### src/cpl_regs.svh
// Register map, field positions, reset values and descriptor layout
// for the completion framer; included by the framer module and its bench.
`ifndef CPL_REGS_SVH
`define CPL_REGS_SVH

// Word indices on the Avalon-MM slave (byte address = 4 * index)
`define REG_CTRL 3'h0
`define REG_STAT 3'h1
`define REG_CPL_A 3'h2
`define REG_CPL_B 3'h3
`define REG_CPL_C 3'h4
`define REG_LOWER 3'h5
`define REG_PAYLOAD 3'h6

// Control and status bit positions
`define CTRL_GO 0
`define CTRL_RC 1
`define CTRL_ARI 2
`define CTRL_SUPPLY 3
`define STAT_BUSY 0
`define STAT_ERR 1
`define STAT_DONE 2

// Field positions inside the software registers
`define A_STATUS_LO 0
`define A_POISON 3
`define A_REQID_LO 16
`define B_TAG_LO 0
`define B_FN_LO 8
`define B_DEV_LO 16
`define B_BUS_LO 24
`define C_TC_LO 0
`define C_DWCNT_LO 16

// Reset values
`define CTRL_RESET 3'h0
`define CPL_RESET 32'h0000_0000

// Descriptor layout (96 bits, sent as three 32-bit beats, low word first)
`define DESC_DWCNT_LO 32
`define DESC_STATUS_LO 43
`define DESC_POISON 46
`define DESC_REQID_LO 48
`define DESC_TAG_LO 64
`define DESC_FN_LO 72
`define DESC_DEV_LO 75
`define DESC_BUS_LO 80
`define DESC_OVR 88
`define DESC_TC_LO 89
`define DESC_LAST_BEAT 2'h2

`endif

### src/cpl_types_pkg.sv
// Types shared by the completion framer.
// Assumes nothing of its surroundings.
`default_nettype none
package cpl_types_pkg;
  typedef enum logic [2:0] {CPL_SC = 3'h0, CPL_UR = 3'h1, CPL_CA = 3'h4} cpl_status_t;
  typedef enum logic [1:0] {ST_IDLE = 2'h0, ST_DESC = 2'h1, ST_PAY = 2'h3} frame_state_t;
endpackage
`default_nettype wire
### src/cpl_framer.sv
// Completion framer: software fills descriptor fields and a payload store
// over Avalon-MM, then the block sends one stream packet per completion.
// Assumes the core's stream sink shares clk_sys; tready is same-domain logic.
//
// How it works
// Status only success, unsupported or abort.
// Poison bit set only on software request.
// Core marks poisoned completions; not ours.
// Requester ID copied into bits 63:48.
// Tag copied into bits 71:64.
// Function number placed in bits 79:72.
// ARI uses eight function bits, else three.
// Root complex without ARI supplies device number.
// Endpoint supplied device number sets override.
// Root complex always supplies bus number.
// Endpoint supplied bus number sets override.
// Core picks captured or supplied IDs.
// Core honours override only as endpoint.
// Traffic class copied into bits 91:89.
// One packet per completion, descriptor first.
// Unsupported or abort carries zero dwords.
// Core rejects illegal status encodings.
//
// Added by the designer: the address map and the Avalon-MM slave port.
`timescale 1ns/1ps
`default_nettype none
`include "cpl_regs.svh"

module cpl_framer
  import cpl_types_pkg::*;
#(
  parameter int PAY_DEPTH = 16
)
(
  input wire logic clk_sys,
  input wire logic reset,
  input wire logic [2:0] avs_address,
  input wire logic avs_read,
  input wire logic avs_write,
  input wire logic [31:0] avs_writedata,
  output logic [31:0] avs_readdata,
  output logic avs_waitrequest,
  output logic [31:0] cc_tdata,
  output logic cc_tvalid,
  output logic cc_tlast,
  input wire logic cc_tready
);
  localparam int PAW = $clog2(PAY_DEPTH);

  function automatic logic legal_status(input logic [2:0] s);
    legal_status = (s == CPL_SC) || (s == CPL_UR) || (s == CPL_CA);
  endfunction

  // Avalon slave: one wait cycle, answer registered
  logic wait_q;
  logic [31:0] rdata_q;
  logic [2:0] ctrl_q;
  logic [31:0] cpl_a_q;
  logic [31:0] cpl_b_q;
  logic [31:0] cpl_c_q;
  logic [31:0] lower_q;
  logic err_q;
  logic done_q;
  logic [31:0] pay_mem [PAY_DEPTH];
  logic [PAW:0] wr_ptr_q;
  frame_state_t state_q;
  logic [95:0] desc_q;
  logic [10:0] beat_q;
  logic head_valid_q;
  logic [31:0] head_data_q;
  logic head_last_q;
  logic tail_valid_q;
  logic [31:0] tail_data_q;
  logic tail_last_q;

  wire wr_acc = avs_write && !wait_q;
  wire go_fire = wr_acc && (avs_address == `REG_CTRL) && avs_writedata[`CTRL_GO];
  wire busy = (state_q != ST_IDLE) || head_valid_q;
  wire start = go_fire && !busy;

  wire [31:0] stat_word = {29'h0, done_q, err_q, busy};
  wire [31:0] rd_mux =
    (avs_address == `REG_CTRL) ? {28'h0, ctrl_q, 1'b0} :
    (avs_address == `REG_STAT) ? stat_word :
    (avs_address == `REG_CPL_A) ? cpl_a_q :
    (avs_address == `REG_CPL_B) ? cpl_b_q :
    (avs_address == `REG_CPL_C) ? cpl_c_q :
    (avs_address == `REG_LOWER) ? lower_q :
    (avs_address == `REG_PAYLOAD) ? {{(31 - PAW){1'b0}}, wr_ptr_q} : 32'h0000_0000;

  // Descriptor assembly from the software fields
  wire [2:0] f_status = cpl_a_q[`A_STATUS_LO +: 3];
  wire f_poison = cpl_a_q[`A_POISON];
  wire [15:0] f_reqid = cpl_a_q[`A_REQID_LO +: 16];
  wire [7:0] f_tag = cpl_b_q[`B_TAG_LO +: 8];
  wire [7:0] f_fn = cpl_b_q[`B_FN_LO +: 8];
  wire [4:0] f_dev = cpl_b_q[`B_DEV_LO +: 5];
  wire [7:0] f_bus = cpl_b_q[`B_BUS_LO +: 8];
  wire [2:0] f_tc = cpl_c_q[`C_TC_LO +: 3];
  wire rc = ctrl_q[`CTRL_RC - 1];
  wire ari = ctrl_q[`CTRL_ARI - 1];
  wire supply = ctrl_q[`CTRL_SUPPLY - 1];
  wire give_ids = rc || supply;
  wire ovr = !rc && supply;
  wire [7:0] fn_field = ari ? f_fn : {(give_ids ? f_dev : 5'h00), f_fn[2:0]};
  wire [10:0] dw_field = (f_status == CPL_SC) ? cpl_c_q[`C_DWCNT_LO +: 11] : 11'h000;
  wire [95:0] desc_build = {
    4'h0, f_tc, ovr, (give_ids ? f_bus : 8'h00), fn_field, f_tag, f_reqid,
    1'b0, f_poison, f_status, dw_field, lower_q};

  // Frame source feeding the two-entry buffer
  wire [10:0] dw_q = desc_q[`DESC_DWCNT_LO +: 11];
  wire in_ready = !tail_valid_q;
  wire push = (state_q != ST_IDLE) && in_ready;
  wire desc_end = (state_q == ST_DESC) && (beat_q[1:0] == `DESC_LAST_BEAT);
  wire pay_end = (state_q == ST_PAY) && (beat_q == dw_q - 11'h001);
  wire in_last = (desc_end && (dw_q == 11'h000)) || pay_end;
  wire [31:0] desc_word = (beat_q[1:0] == 2'h0) ? desc_q[31:0] :
    (beat_q[1:0] == 2'h1) ? desc_q[63:32] : desc_q[95:64];
  wire [31:0] in_data = (state_q == ST_PAY) ? pay_mem[beat_q[PAW-1:0]] : desc_word;
  wire pop = head_valid_q && cc_tready;
  wire head_take = !head_valid_q || pop;

  always_ff @(posedge clk_sys)
  begin
    if (reset)
    begin
      wait_q <= 1'b1;
      rdata_q <= 32'h0000_0000;
    end
    else
    begin
      wait_q <= !((avs_read || avs_write) && wait_q);
      if (avs_read && wait_q)
        rdata_q <= rd_mux;
    end
  end

  always_ff @(posedge clk_sys)
  begin
    if (reset)
    begin
      ctrl_q <= `CTRL_RESET;
      cpl_a_q <= `CPL_RESET;
      cpl_b_q <= `CPL_RESET;
      cpl_c_q <= `CPL_RESET;
      lower_q <= `CPL_RESET;
    end
    else if (wr_acc && !busy)
    begin
      // Fields are frozen while a packet is on its way
      if (avs_address == `REG_CTRL)
        ctrl_q <= avs_writedata[`CTRL_SUPPLY:`CTRL_RC];
      if (avs_address == `REG_CPL_A)
        cpl_a_q <= avs_writedata;
      if (avs_address == `REG_CPL_B)
        cpl_b_q <= avs_writedata;
      if (avs_address == `REG_CPL_C)
        cpl_c_q <= avs_writedata;
      if (avs_address == `REG_LOWER)
        lower_q <= avs_writedata;
    end
  end

  always_ff @(posedge clk_sys)
  begin
    if (wr_acc && !busy && (avs_address == `REG_PAYLOAD) && (wr_ptr_q < PAY_DEPTH[PAW:0]))
      pay_mem[wr_ptr_q[PAW-1:0]] <= avs_writedata;
  end

  // Sticky flags: a hardware set in the clearing cycle wins
  wire clr_err = wr_acc && (avs_address == `REG_STAT) && avs_writedata[`STAT_ERR];
  wire clr_done = wr_acc && (avs_address == `REG_STAT) && avs_writedata[`STAT_DONE];
  wire bad_go = start && !legal_status(f_status);
  wire frame_done = push && in_last;

  always_ff @(posedge clk_sys)
  begin
    if (reset)
    begin
      err_q <= 1'b0;
      done_q <= 1'b0;
    end
    else
    begin
      err_q <= bad_go || (err_q && !clr_err);
      done_q <= frame_done || (done_q && !clr_done);
    end
  end

  always_ff @(posedge clk_sys)
  begin
    if (reset)
      wr_ptr_q <= '0;
    else if (frame_done || bad_go)
      wr_ptr_q <= '0;
    else if (wr_acc && !busy && (avs_address == `REG_PAYLOAD) && (wr_ptr_q < PAY_DEPTH[PAW:0]))
      wr_ptr_q <= wr_ptr_q + 1'b1;
  end

  always_ff @(posedge clk_sys)
  begin
    if (reset)
    begin
      state_q <= ST_IDLE;
      desc_q <= 96'h0;
      beat_q <= 11'h000;
    end
    else
    begin
      unique case (state_q)
        ST_IDLE:
        begin
          if (start && legal_status(f_status))
          begin
            desc_q <= desc_build;
            beat_q <= 11'h000;
            state_q <= ST_DESC;
          end
        end
        ST_DESC:
        begin
          if (push)
          begin
            // One packet per completion, descriptor beats first
            if (desc_end)
            begin
              beat_q <= 11'h000;
              state_q <= (dw_q == 11'h000) ? ST_IDLE : ST_PAY;
            end
            else
              beat_q <= beat_q + 11'h001;
          end
        end
        ST_PAY:
        begin
          if (push)
          begin
            beat_q <= beat_q + 11'h001;
            if (pay_end)
              state_q <= ST_IDLE;
          end
        end
      endcase
    end
  end

  // Two-entry buffer; the tail absorbs one beat when the core stalls
  always_ff @(posedge clk_sys)
  begin
    if (reset)
    begin
      head_valid_q <= 1'b0;
      head_data_q <= 32'h0000_0000;
      head_last_q <= 1'b0;
      tail_valid_q <= 1'b0;
      tail_data_q <= 32'h0000_0000;
      tail_last_q <= 1'b0;
    end
    else if (head_take)
    begin
      if (tail_valid_q)
      begin
        head_valid_q <= 1'b1;
        head_data_q <= tail_data_q;
        head_last_q <= tail_last_q;
        tail_valid_q <= 1'b0;
      end
      else
      begin
        head_valid_q <= push;
        head_data_q <= in_data;
        head_last_q <= in_last;
      end
    end
    else if (push)
    begin
      tail_valid_q <= 1'b1;
      tail_data_q <= in_data;
      tail_last_q <= in_last;
    end
  end

  assign avs_waitrequest = wait_q;
  assign avs_readdata = rdata_q;
  assign cc_tdata = head_data_q;
  assign cc_tvalid = head_valid_q;
  assign cc_tlast = head_last_q;

  // Beat index on the stream, for the checks below
  logic [10:0] out_beat_q;
  always_ff @(posedge clk_sys)
  begin
    if (reset)
      out_beat_q <= 11'h000;
    else if (pop)
      out_beat_q <= head_last_q ? 11'h000 : out_beat_q + 11'h001;
  end
  wire at_w1 = cc_tvalid && (out_beat_q == 11'h001);
  wire at_w2 = cc_tvalid && (out_beat_q == 11'h002);
endmodule
`default_nettype wire

### config.mk
export PLATFORM = sky130hd
export DESIGN_NAME = cpl_framer
export DESIGN_NICKNAME = d
export VERILOG_FILES = /design/src/cpl_types_pkg.sv /design/src/cpl_framer.sv
export VERILOG_INCLUDE_DIRS = /design/src
export SDC_FILE = /design/constraint.sdc
export NUM_CORES = 1
export LEC_CHECK = 0
export ABC_AREA = 1
export BUFFER_PORTS_ARGS = -buffer_cell sky130_fd_sc_hd__buf_2
export CAP_MARGIN = 5
export CORE_MARGIN = 5
export CORE_UTILIZATION = 30
export DETAILED_ROUTE_END_ITERATION = 16
export GPL_TIMING_DRIVEN = 0
export MAX_ROUTING_LAYER = met4
export PLACE_DENSITY = 0.48
export SYNTH_ARGS = -nofsm -noshare
export SYNTH_HDL_FRONTEND = slang
export SYNTH_SLANG_ARGS = --single-unit
### constraint.sdc
create_clock -name clk_sys -period 3 [get_ports clk_sys]
set_input_delay 0.3 -clock clk_sys [delete_from_list [all_inputs] [get_ports clk_sys]]
set_output_delay 0.3 -clock clk_sys [all_outputs]
set_load 0.05 [all_outputs]
## Word-level counts from Yosys, hierarchy flattened

Memories as Yosys holds them, arrays and structs flattened. A register that Yosys moved wholly into a read port is not among the register bits.
Index checks and enable logic that the tools add are counted.

| storage, ports and cells | value |
|---|---|
| register bits | 343 |
| memories kept | 1 |
| memory bits (writable) | 512 |
| output and inout bits | 67 |
| bits in latches | 0 |
| ROM bits | 0 |

Memory list:

| name | depth | width | rd ports | clocked after Yosys merged registers in | write ports | RTL line | source |
|---|---|---|---|---|---|---|---|
| pay_mem | 16 | 32 | 1 | 1 | 1 | cpl_framer.sv:64 | `logic [31:0] pay_mem [PAY_DEPTH];` |

| operators by class | value |
|---|---|
| multiplexer cells | 33 |
| $mul | 0 |
| shifts and indexed selects | 0 |
| $lt $le $gt $ge | 1 |
| reduce and logical (&&, ||, !) cells | 59 |
| bitwise operators | 1 |
| add/sub/neg operators | 3 |
| equality and inequality tests | 18 |
| div/mod/pow operators | 0 |

Operators by type and width:

| operator | count |
|---|---|
| $mux W32 | 10 |
| $mux W11 | 5 |
| $pmux W11 S3 | 1 |
| $logic_and A1 B1 Y1 | 23 |
| $mux W8 | 2 |
| $reduce_and A2 Y1 | 7 |
| $eq A3 B3 Y1 const B | 4 |
| $mux W2 | 6 |
| $add A11 B1 Y11 const B | 1 |
| $eq A11 B11 Y1 | 1 |
| $logic_not A11 Y1 | 1 |
| $sub A11 B1 Y11 const B | 1 |
| $logic_or A1 B1 Y1 | 10 |
| $mux W5 | 2 |
| $ne A2 B2 Y1 const B | 5 |
| $logic_not A1 Y1 | 9 |
| $mux W4 | 2 |
| $eq A3 B1 Y1 const B | 2 |
| $eq A3 B2 Y1 const B | 2 |
| $logic_not A3 Y1 | 2 |
| $pmux W2 S3 | 1 |
| $add A5 B1 Y5 const B | 1 |
| $lt A5 B5 Y1 const B | 1 |
| $reduce_and A5 Y1 | 1 |
| other kinds (8) | 15 |

## Logic depth before layout (Yosys ltp)

Gate-level depths: netlist of the first run.

| depth | value |
|---|---|
| word-level depth | 10 |
| gate-level depth with buffers | 15 |

## Least setup slack after synthesis of the first run

OpenSTA, ideal clock, no wires.

| path | value |
|---|---|
| kind | register -> register |
| from | register wait_q (netlist: avs_waitrequest) |
| to | memory pay_mem[15][0], enable pin |
| stages on the path, launching flop included | 6 |
| path slack | -0.245 ns |
| buffers on the path | 0 |
| arrival | 2.822 ns |
| cells stage by stage | dfxtp_1 > nor2_1 > nand2_4 > nor3_2 > nand2_2 > nor2_1 |

| on the way | value |
|---|---|
| cells in the longest elaborated chain, start to end | 7 |

Ends and longest elaborated chain:

| element | RTL line | source |
|---|---|---|
| start, declared | cpl_framer.sv:55 | `logic wait_q;` |
| start signal, assigned | cpl_framer.sv:133 | `wait_q <= !((avs_read \|\| avs_write) && wait_q);` |
| $logic_not A1 Y1 | cpl_framer.sv:76 | `wire wr_acc = avs_write && !wait_q;` |
| $logic_and A1 B1 Y1 | cpl_framer.sv:76 |  |
| $logic_and A1 B1 Y1 (3 in series) | cpl_framer.sv:167 | `` if (wr_acc && !busy && (avs_address == `REG_PAYLOAD) && (wr_ptr_q < PAY_DEPTH[PAW:0])) `` |
| $mux W1 | cpl_framer.sv:167 |  |
| $mux W1 (implied by the code) | cpl_framer.sv:168 | `pay_mem[wr_ptr_q[PAW-1:0]] <= avs_writedata;` |
| end, declared | cpl_framer.sv:64 |  |

Every way passes these cells.

## Final worst setup path of the first run

| path | value |
|---|---|
| from | register beat_q[1] |
| to | register head_data_q[19] (netlist: cc_tdata[19]) |

| on the way | value |
|---|---|
| cells in the longest elaborated chain, start to end | 5 |
| elaborated cells between the ends (all ways) | 6 |
| classes of those cells | eq/ne (1); mux (4); reduce/logical (1) |

Ends and longest elaborated chain:

| element | RTL line | source |
|---|---|---|
| start, declared | cpl_framer.sv:68 | `logic [10:0] beat_q;` |
| start signal, assigned | cpl_framer.sv:232 | `beat_q <= beat_q + 11'h001;` |
| start signal, assigned | cpl_framer.sv:239 | `beat_q <= beat_q + 11'h001;` |
| $eq A2 B1 Y1 | cpl_framer.sv:119 | `(beat_q[1:0] == 2'h1) ? desc_q[63:32] : desc_q[95:64];` |
| $mux W32 | cpl_framer.sv:119 |  |
| $mux W32 * | cpl_framer.sv:118 | `wire [31:0] desc_word = (beat_q[1:0] == 2'h0) ? desc_q[31:0] :` |
| $mux W32 * | cpl_framer.sv:120 | `wire [31:0] in_data = (state_q == ST_PAY) ? pay_mem[beat_q[PAW-1:0]] : desc_word;` |
| $mux W32 * | cpl_framer.sv:262 | `if (tail_valid_q)` |
| end signal, assigned | cpl_framer.sv:265 | `head_data_q <= tail_data_q;` |
| end signal, assigned | cpl_framer.sv:272 | `head_data_q <= in_data;` |
| end, declared | cpl_framer.sv:70 | `logic [31:0] head_data_q;` |

Every way passes the cells marked *; elsewhere a longest branch is shown, timed or not.
A chain may end at the register's enable or synchronous reset.

==> results of run 1 <==
-- path summary, 6_finish.rpt --
check                         from       endpoint  cells past startpoint  slack, ns
setup / recovery         beat_q[1]   cc_tdata[19]                      9       0.03
hold / removal    avs_writedata[1]  pay_mem[5][1]                      1       0.07
setup reg to reg         beat_q[1]   cc_tdata[19]                      9       0.03
hold reg to reg       cc_tdata[20]   cc_tdata[20]                      2       0.45
-- logic make-up (layout without fill, tap and decap cells) --
| kind of cell | count (synthesis) | count (layout) | share of synthesized area [%] |
|---|---|---|---|
| buf+inv | 457 | 773 | 5.12 |
| other cells | 0 | 2 | 0 |
| simple gates | 1094 | 1095 | 12.6 |
| xor+xnor | 7 | 7 | 0.177 |
| flops | 859 | 859 | 64.3 |
| compound gates | 1116 | 1116 | 17.4 |
| fa+ha+maj | 9 | 9 | 0.325 |
-- cells in the mapped netlist, drive strengths merged --
cell type / number
o21ai: 612
nor2: 541
edfxtp: 512
nand2: 433
dfxtp: 347
a21oi: 310
inv: 216
clkbuf: 177
nand3: 105
o22ai: 60
buf: 59
o221ai: 47
a31oi: 29
o211ai: 21
a211oi: 18
a22oi: 9
ha: 9
nor3: 9
clkinv: 5
xor2: 5
o2111ai: 4
nand3b: 2
nand4: 2
o21a: 2
o311ai: 2
or2: 2
xnor2: 2
a221oi: 1
a2bb2oi: 1
-- routing by layer --
metal	vias up	GRT usage, %	part of all wire, %
li1	12900	-	-
met1	13400	28.8	45
met2	967	33.8	47
met3	146	2.45	6.3
met4	0	5.02	2.2
met5	-	-	0
-- power groups by stage --
stage / Sequential [uW] / Combinational [uW] / Clock [uW]
after global routing: 13100 / 9490 / 12700
after detailed placement: 13300 / 8730 / 0
after global placement: 13300 / 8710 / 0
after CTS: 13000 / 8770 / 12200
final: 13000 / 8830 / 12000
after floorplan: 13800 / 4520 / 0
-- cell usage in the layout, fill, tap and decap left out, types with 6 or more instances in the layout --
cell type	n
o221ai_1	47
inv_2	11
clkbuf_1	195
bufinv_16	10
o21ai_1	36
clkbuf_16	96
clkinv_1	19
a22oi_1	9
nor2_4	22
nor3_1	8
buf_4	10
inv_1	205
buf_2	147
nor2_1	516
clkbuf_2	6
o21ai_0	570
buf_12	16
clkinv_2	16
clkbuf_8	10
dfxtp_1	346
a211oi_1	18
o211ai_1	21
nand2_1	426
ha_1	9
o22ai_1	60
a21oi_1	310
edfxtp_1	512
buf_1	14
a31oi_1	29
nand3_1	103
-- critical path, stage by stage (launching register included) --
cell and delay (ns):
dfxtp_1 0.36, inv_1 0.15, ha_1 0.17, clkbuf_1 0.29
clkbuf_1 0.45, o21ai_0 0.32, o21ai_0 0.83, nand3_1 0.15
nand2_1 0.09, nand2_1 0.05
-- cell type report --
class | instances | area, um2 | area share [%]
diodes | 2 | 5.00 | 0.0122
multi-input cells | 2227 | 10700 | 26.2
clock buffers | 130 | 2630 | 6.42
flip-flops and latches | 859 | 22300 | 54.5
plain buffers | 236 | 957 | 2.33
inverters | 221 | 831 | 2.03
clock inverters | 50 | 563 | 1.37
well taps | 1512 | 1890 | 4.61
repair buffers | 136 | 1050 | 2.55
-- timing repair --
action	in CTS	in global routing
endpoints found under the setup margin	175	21
hold endpoints to repair	3	0
cloned	0	1
hold buffers	3	0
setup buffers	7	5
pin swaps	4	2
resized for setup	11	9
-- metrics by stage --
| step | instance area [um2] | utilization (%) |
|---|---|---|
| 6_report | 41000 | 35.8 |
| 3_5_place_dp | 37600 | 32.8 |
| 3_3_place_gp | 37100 | 32.4 |
| 4_1_cts | 40900 | 35.7 |
| 5_1_grt | 41000 | 35.8 |
| 2_1_floorplan | 34700 | - |
==> flow_summary.json, run 1 <==
{
  "portBuffers": 105,
  "seq_power_share_pct": 38.5,
  "clock-skew-final_ns": 0.0460,
  "switchingPower_uw": 12000,
  "clk_latency_ns": 0.70,
  "synth_nets": 3591,
  "crit_fanout": 10,
  "drt-pass1-iter-count": 5,
  "arrival_ns": 3.53,
  "drtIter0Drc": 2752,
  "fmax_ghz": 0.337,
  "min_period_over_period_pct": 99.0,
  "pre_cts_ws_ns": -0.246,
  "area_delta_synth_final_pct": 18.2,
  "drtAntennaViolNets": 0,
  "ys_top_cells_by_area": "edfxtp_1 44%, dfxtp_1 20%, o21ai_0 8.2%",
  "die_h_um": 350,
  "status": "completed",
  "avgRoutedWirePerCell_um": 23.9,
  "period_minus_slack_ns": 2.97,
  "drive_gt1_share_pct": 9.87,
  "syn_area_mm2": 0.0347,
  "root_buffer": "clkbuf_16",
  "maxSlewViolCount": 0,
  "grtUsageTotal_pct": 21.1,
  "slew_headroom_pct": 24.9,
  "yosysWarningCount": 0,
  "final-hold-violation-count": 0,
  "fillers": 11600,
  "netlist_instances": 3542,
  "layout_setup_ws_ns": 0.0314,
  "start_util_pct": 30.3,
  "tightest_slew_ns": 1.13,
  "die_area_mm2": 0.123,
  "boundaryPins": 107,
  "setup_viol": 0,
  "switching_share_pct": 35.4,
  "gp_congestion": 0.906,
  "antenna_found_initial": 5,
  "yosys.area.top_type": "edfxtp_1",
  "tns_ns": 0,
  "place_inst": 5175,
  "critical_path_class": "flop to flop",
  "fp.dieW_um": 350,
  "rsz0062_at_grt": "true",
  "power_density_mw_per_mm2": 827,
  "viasPerCell": 5.09,
  "cts.sinks": 859,
  "p_clk_share_pct": 35.5,
  "endpoint_kind": "flop",
  "finalPower_uw": 33900,
  "row_count": 124,
  "final_nets": 3826,
  "drc_errors": 0,
  "final_cells": 5373,
  "grt_first_pass_wirelength_mm": 184,
  "power_frac_comb_pct": 26.1,
  "cts_max_path_buffers": 3,
  "wl_mm": 129,
  "max_cap_viol_count": 0,
  "cts_tree": "done",
  "whs_ns": 0.0658,
  "hp-class": "primary input to flop",
  "p_leak_uw": 0.0146,
  "core_mm2": 0.115,
  "syn_avg_cell_area_um2": 9.79,
  "synth_top_area_share_pct": 44.3,
  "postSynthRegisterBits": 859,
  "cp.required_ns": 3.56,
  "ys_seq_area_share_pct": 64.3,
  "netlist-cell-type-count": 45,
  "intPower_uw": 21900,
  "grt_pass1_vias": 26400,
  "cts_buffers": 96,
  "grt_max_degree": 27,
  "ir_worst_vdd_v": 0.000453,
  "grt-ovfl-total": 0,
  "startpoint_type": "flop",
  "via_count": 27400,
  "largest_register_ffs": 512,
  "clk_pin_slew_ns": 0.06,
  "h-tree-depth": 3,
  "dp_hpwl_mm": 90.7
}
Note: power is estimated with default switching activity, not from simulation.
==> run 2: changes to the inputs <==
--- a/config.mk
+++ b/config.mk
@@ -14,7 +14,6 @@
 export DETAILED_ROUTE_END_ITERATION = 16
 export GPL_TIMING_DRIVEN = 0
 export MAX_ROUTING_LAYER = met4
-export PLACE_DENSITY = 0.48
 export SYNTH_ARGS = -nofsm -noshare
 export SYNTH_HDL_FRONTEND = slang
 export SYNTH_SLANG_ARGS = --single-unit
==> run 2 against run 1 <==
Compared with the run above:
- clock-buffer cell count shrank 11
- utilization is essentially flat
- critical path type unchanged
- worst setup slack gained 0.055 ns
- global-route usage shrank 1.2 points
- via count grew 2.0%
- largest cell class unchanged
- clock skew grew 0.024 ns
- sequential power is essentially flat
- critical path depth grew 3
==> flow_summary.json, run 2 (synthesized netlist as in run 1, its figures left out) <==
{
  "fp.dieW_um": 350,
  "hp-start": "cc_tready",
  "grt_use_met3_pct": 2.12,
  "grtUsageTotal_pct": 19.9,
  "viasPerCell": 5.21,
  "tightest_slew_ns": 1.08,
  "clock-skew-final_ns": 0.0703,
  "crit_fanout": 10,
  "ir_worst_vdd_v": 0.000558,
  "placed_area_mm2": 0.0376,
  "largest_register_ffs": 512,
  "antenna_found_initial": 4,
  "cp.required_ns": 3.55,
  "max_cap_viol_count": 0,
  "slew_headroom_pct": 28.2,
  "crit_path_max_incr_delay_ns": 0.53,
  "die_area_mm2": 0.123,
  "h-tree-depth": 3,
  "final_nets": 3819,
  "rsz0062_at_grt": "true",
  "crit_path_frequent_cell": "nand2_1",
  "grt-busiest-layer": "met2",
  "min_period_over_period_pct": 97.1,
  "setup_viol": 0,
  "gp_congestion": 0.948,
  "cts_tree": "done",
  "drtAntennaViolNets": 0,
  "portBuffers": 105,
  "die_h_um": 350,
  "drc_errors": 0,
  "dp_hpwl_mm": 86.5,
  "clk_latency_ns": 0.69,
  "grt_first_pass_wirelength_mm": 177,
  "pre_cts_ws_ns": -0.122,
  "endpoint_kind": "flop",
  "layout_common_cells": "570 x o21ai_0, 517 x nor2_1, 512 x edfxtp_1",
  "arrival_ns": 3.46,
  "core_mm2": 0.115,
  "drive_gt1_share_pct": 10.1,
  "power_density_mw_per_mm2": 815,
  "final-hold-violation-count": 0,
  "cts_buffers": 91,
  "gr-usage-met2_pct": 32.0,
  "drtIter0Drc": 3581,
  "cp_cell_sequence": "buf_4 > inv_2 > buf_2 > buf_2 > nor2_1 > o22ai_1 > o21ai_0 > nand2_1 > nand2_1 > nand3_1 > nand2_1 > nand2_1",
  "via_count": 27900,
  "critical_path_class": "flop to flop",
  "maxSlewViolCount": 0,
  "grt_pass1_vias": 26300,
  "fin_area_mm2": 0.0410,
  "cts.sinks": 859,
  "area_delta_synth_final_pct": 18.1,
  "avgRoutedWirePerCell_um": 22.8,
  "layout_setup_ws_ns": 0.0869,
  "cp_slowest_cell": "o21ai_0",
  "p_leak_uw": 0.0146,
  "drt-pass1-iter-count": 6,
  "cts_max_path_buffers": 3,
  "use_met1_pct": 26.4,
  "whs_ns": 0.0429,
  "start_util_pct": 30.3,
  "final_common_cell": "o21ai_0",
  "fillers": 11400,
  "fmax_ghz": 0.343,
  "wl_mm": 122,
  "period_minus_slack_ns": 2.91,
  "root_buffer": "clkbuf_16",
  "status": "completed",
  "tns_ns": 0,
  "grt-ovfl-total": 0,
  "grt_max_degree": 27,
  "hp-class": "primary input to flop",
  "startpoint_type": "flop",
  "clk_pin_slew_ns": 0.06,
  "row_count": 124,
  "boundaryPins": 107
}
==> run 2: cell type report <==
class | instances | area [um2] | share of cell area [%]
flip-flops and latches | 859 | 22300 | 54.5
clock inverters | 51 | 597 | 1.46
clock buffers | 119 | 2560 | 6.24
multi-input cells | 2226 | 10700 | 26.2
diodes | 1 | 2.50 | 0.00611
inverters | 221 | 831 | 2.03
well taps | 1512 | 1890 | 4.62
repair buffers | 135 | 1090 | 2.67
plain buffers | 236 | 953 | 2.33
==> run 2: timing repair <==
item                                   4_1_cts  5_1_grt
resized for setup                            2       16
gates cloned                                 0        0
buffers inserted                             7        5
setup endpoints to repair                  118      199
pin swaps                                    4        4
hold buffers                                 2        0
endpoints found under the hold margin        1        0
==> run 2: final timing paths <==
kind	to	slack [ns]	depth (start not counted)
min reg2reg	cc_tdata[7]	0.45	2
min	tail_last_q	0.04	5
max	cc_tdata[9]	0.09	12
max reg2reg	cc_tdata[9]	0.09	12
==> run 2: power breakdown <==
| part | total [uW] | internal, uW | switching [uW] |
|---|---|---|---|
| Clock | 11700 | 6770 | 4960 |
| Combinational | 8640 | 2070 | 6560 |
| Sequential | 13000 | 12800 | 221 |
==> run 2: per-layer routing <==
metal,share of wire [%],vias up
met4,3.4,0
met5,0,-
met2,47,1279
met3,7.7,213
met1,42,13600
li1,-,12800
==> run 2: worst max-delay path: cells and delay by family, from the launching register on <==
kind | cells | cell delay (ns)
flip-flops | 1 | 0.47
buffers and inverters | 4 | 0.90
AO/OA/AOI/OAI | 2 | 0.63
AND/OR/NAND/NOR | 6 | 0.78
==> run 2: per-stage QoR <==
stage / total power [uW] / cells / utilization, %
finish: 33400 / 5360 / 35.7
CTS: 33300 / 5354 / 35.7
global placement: 21700 / 5159 / 32.4
floorplan: 18300 / 3542 / -
detailed placement: 21700 / 5175 / 32.8
global route: 34600 / 5359 / 35.7
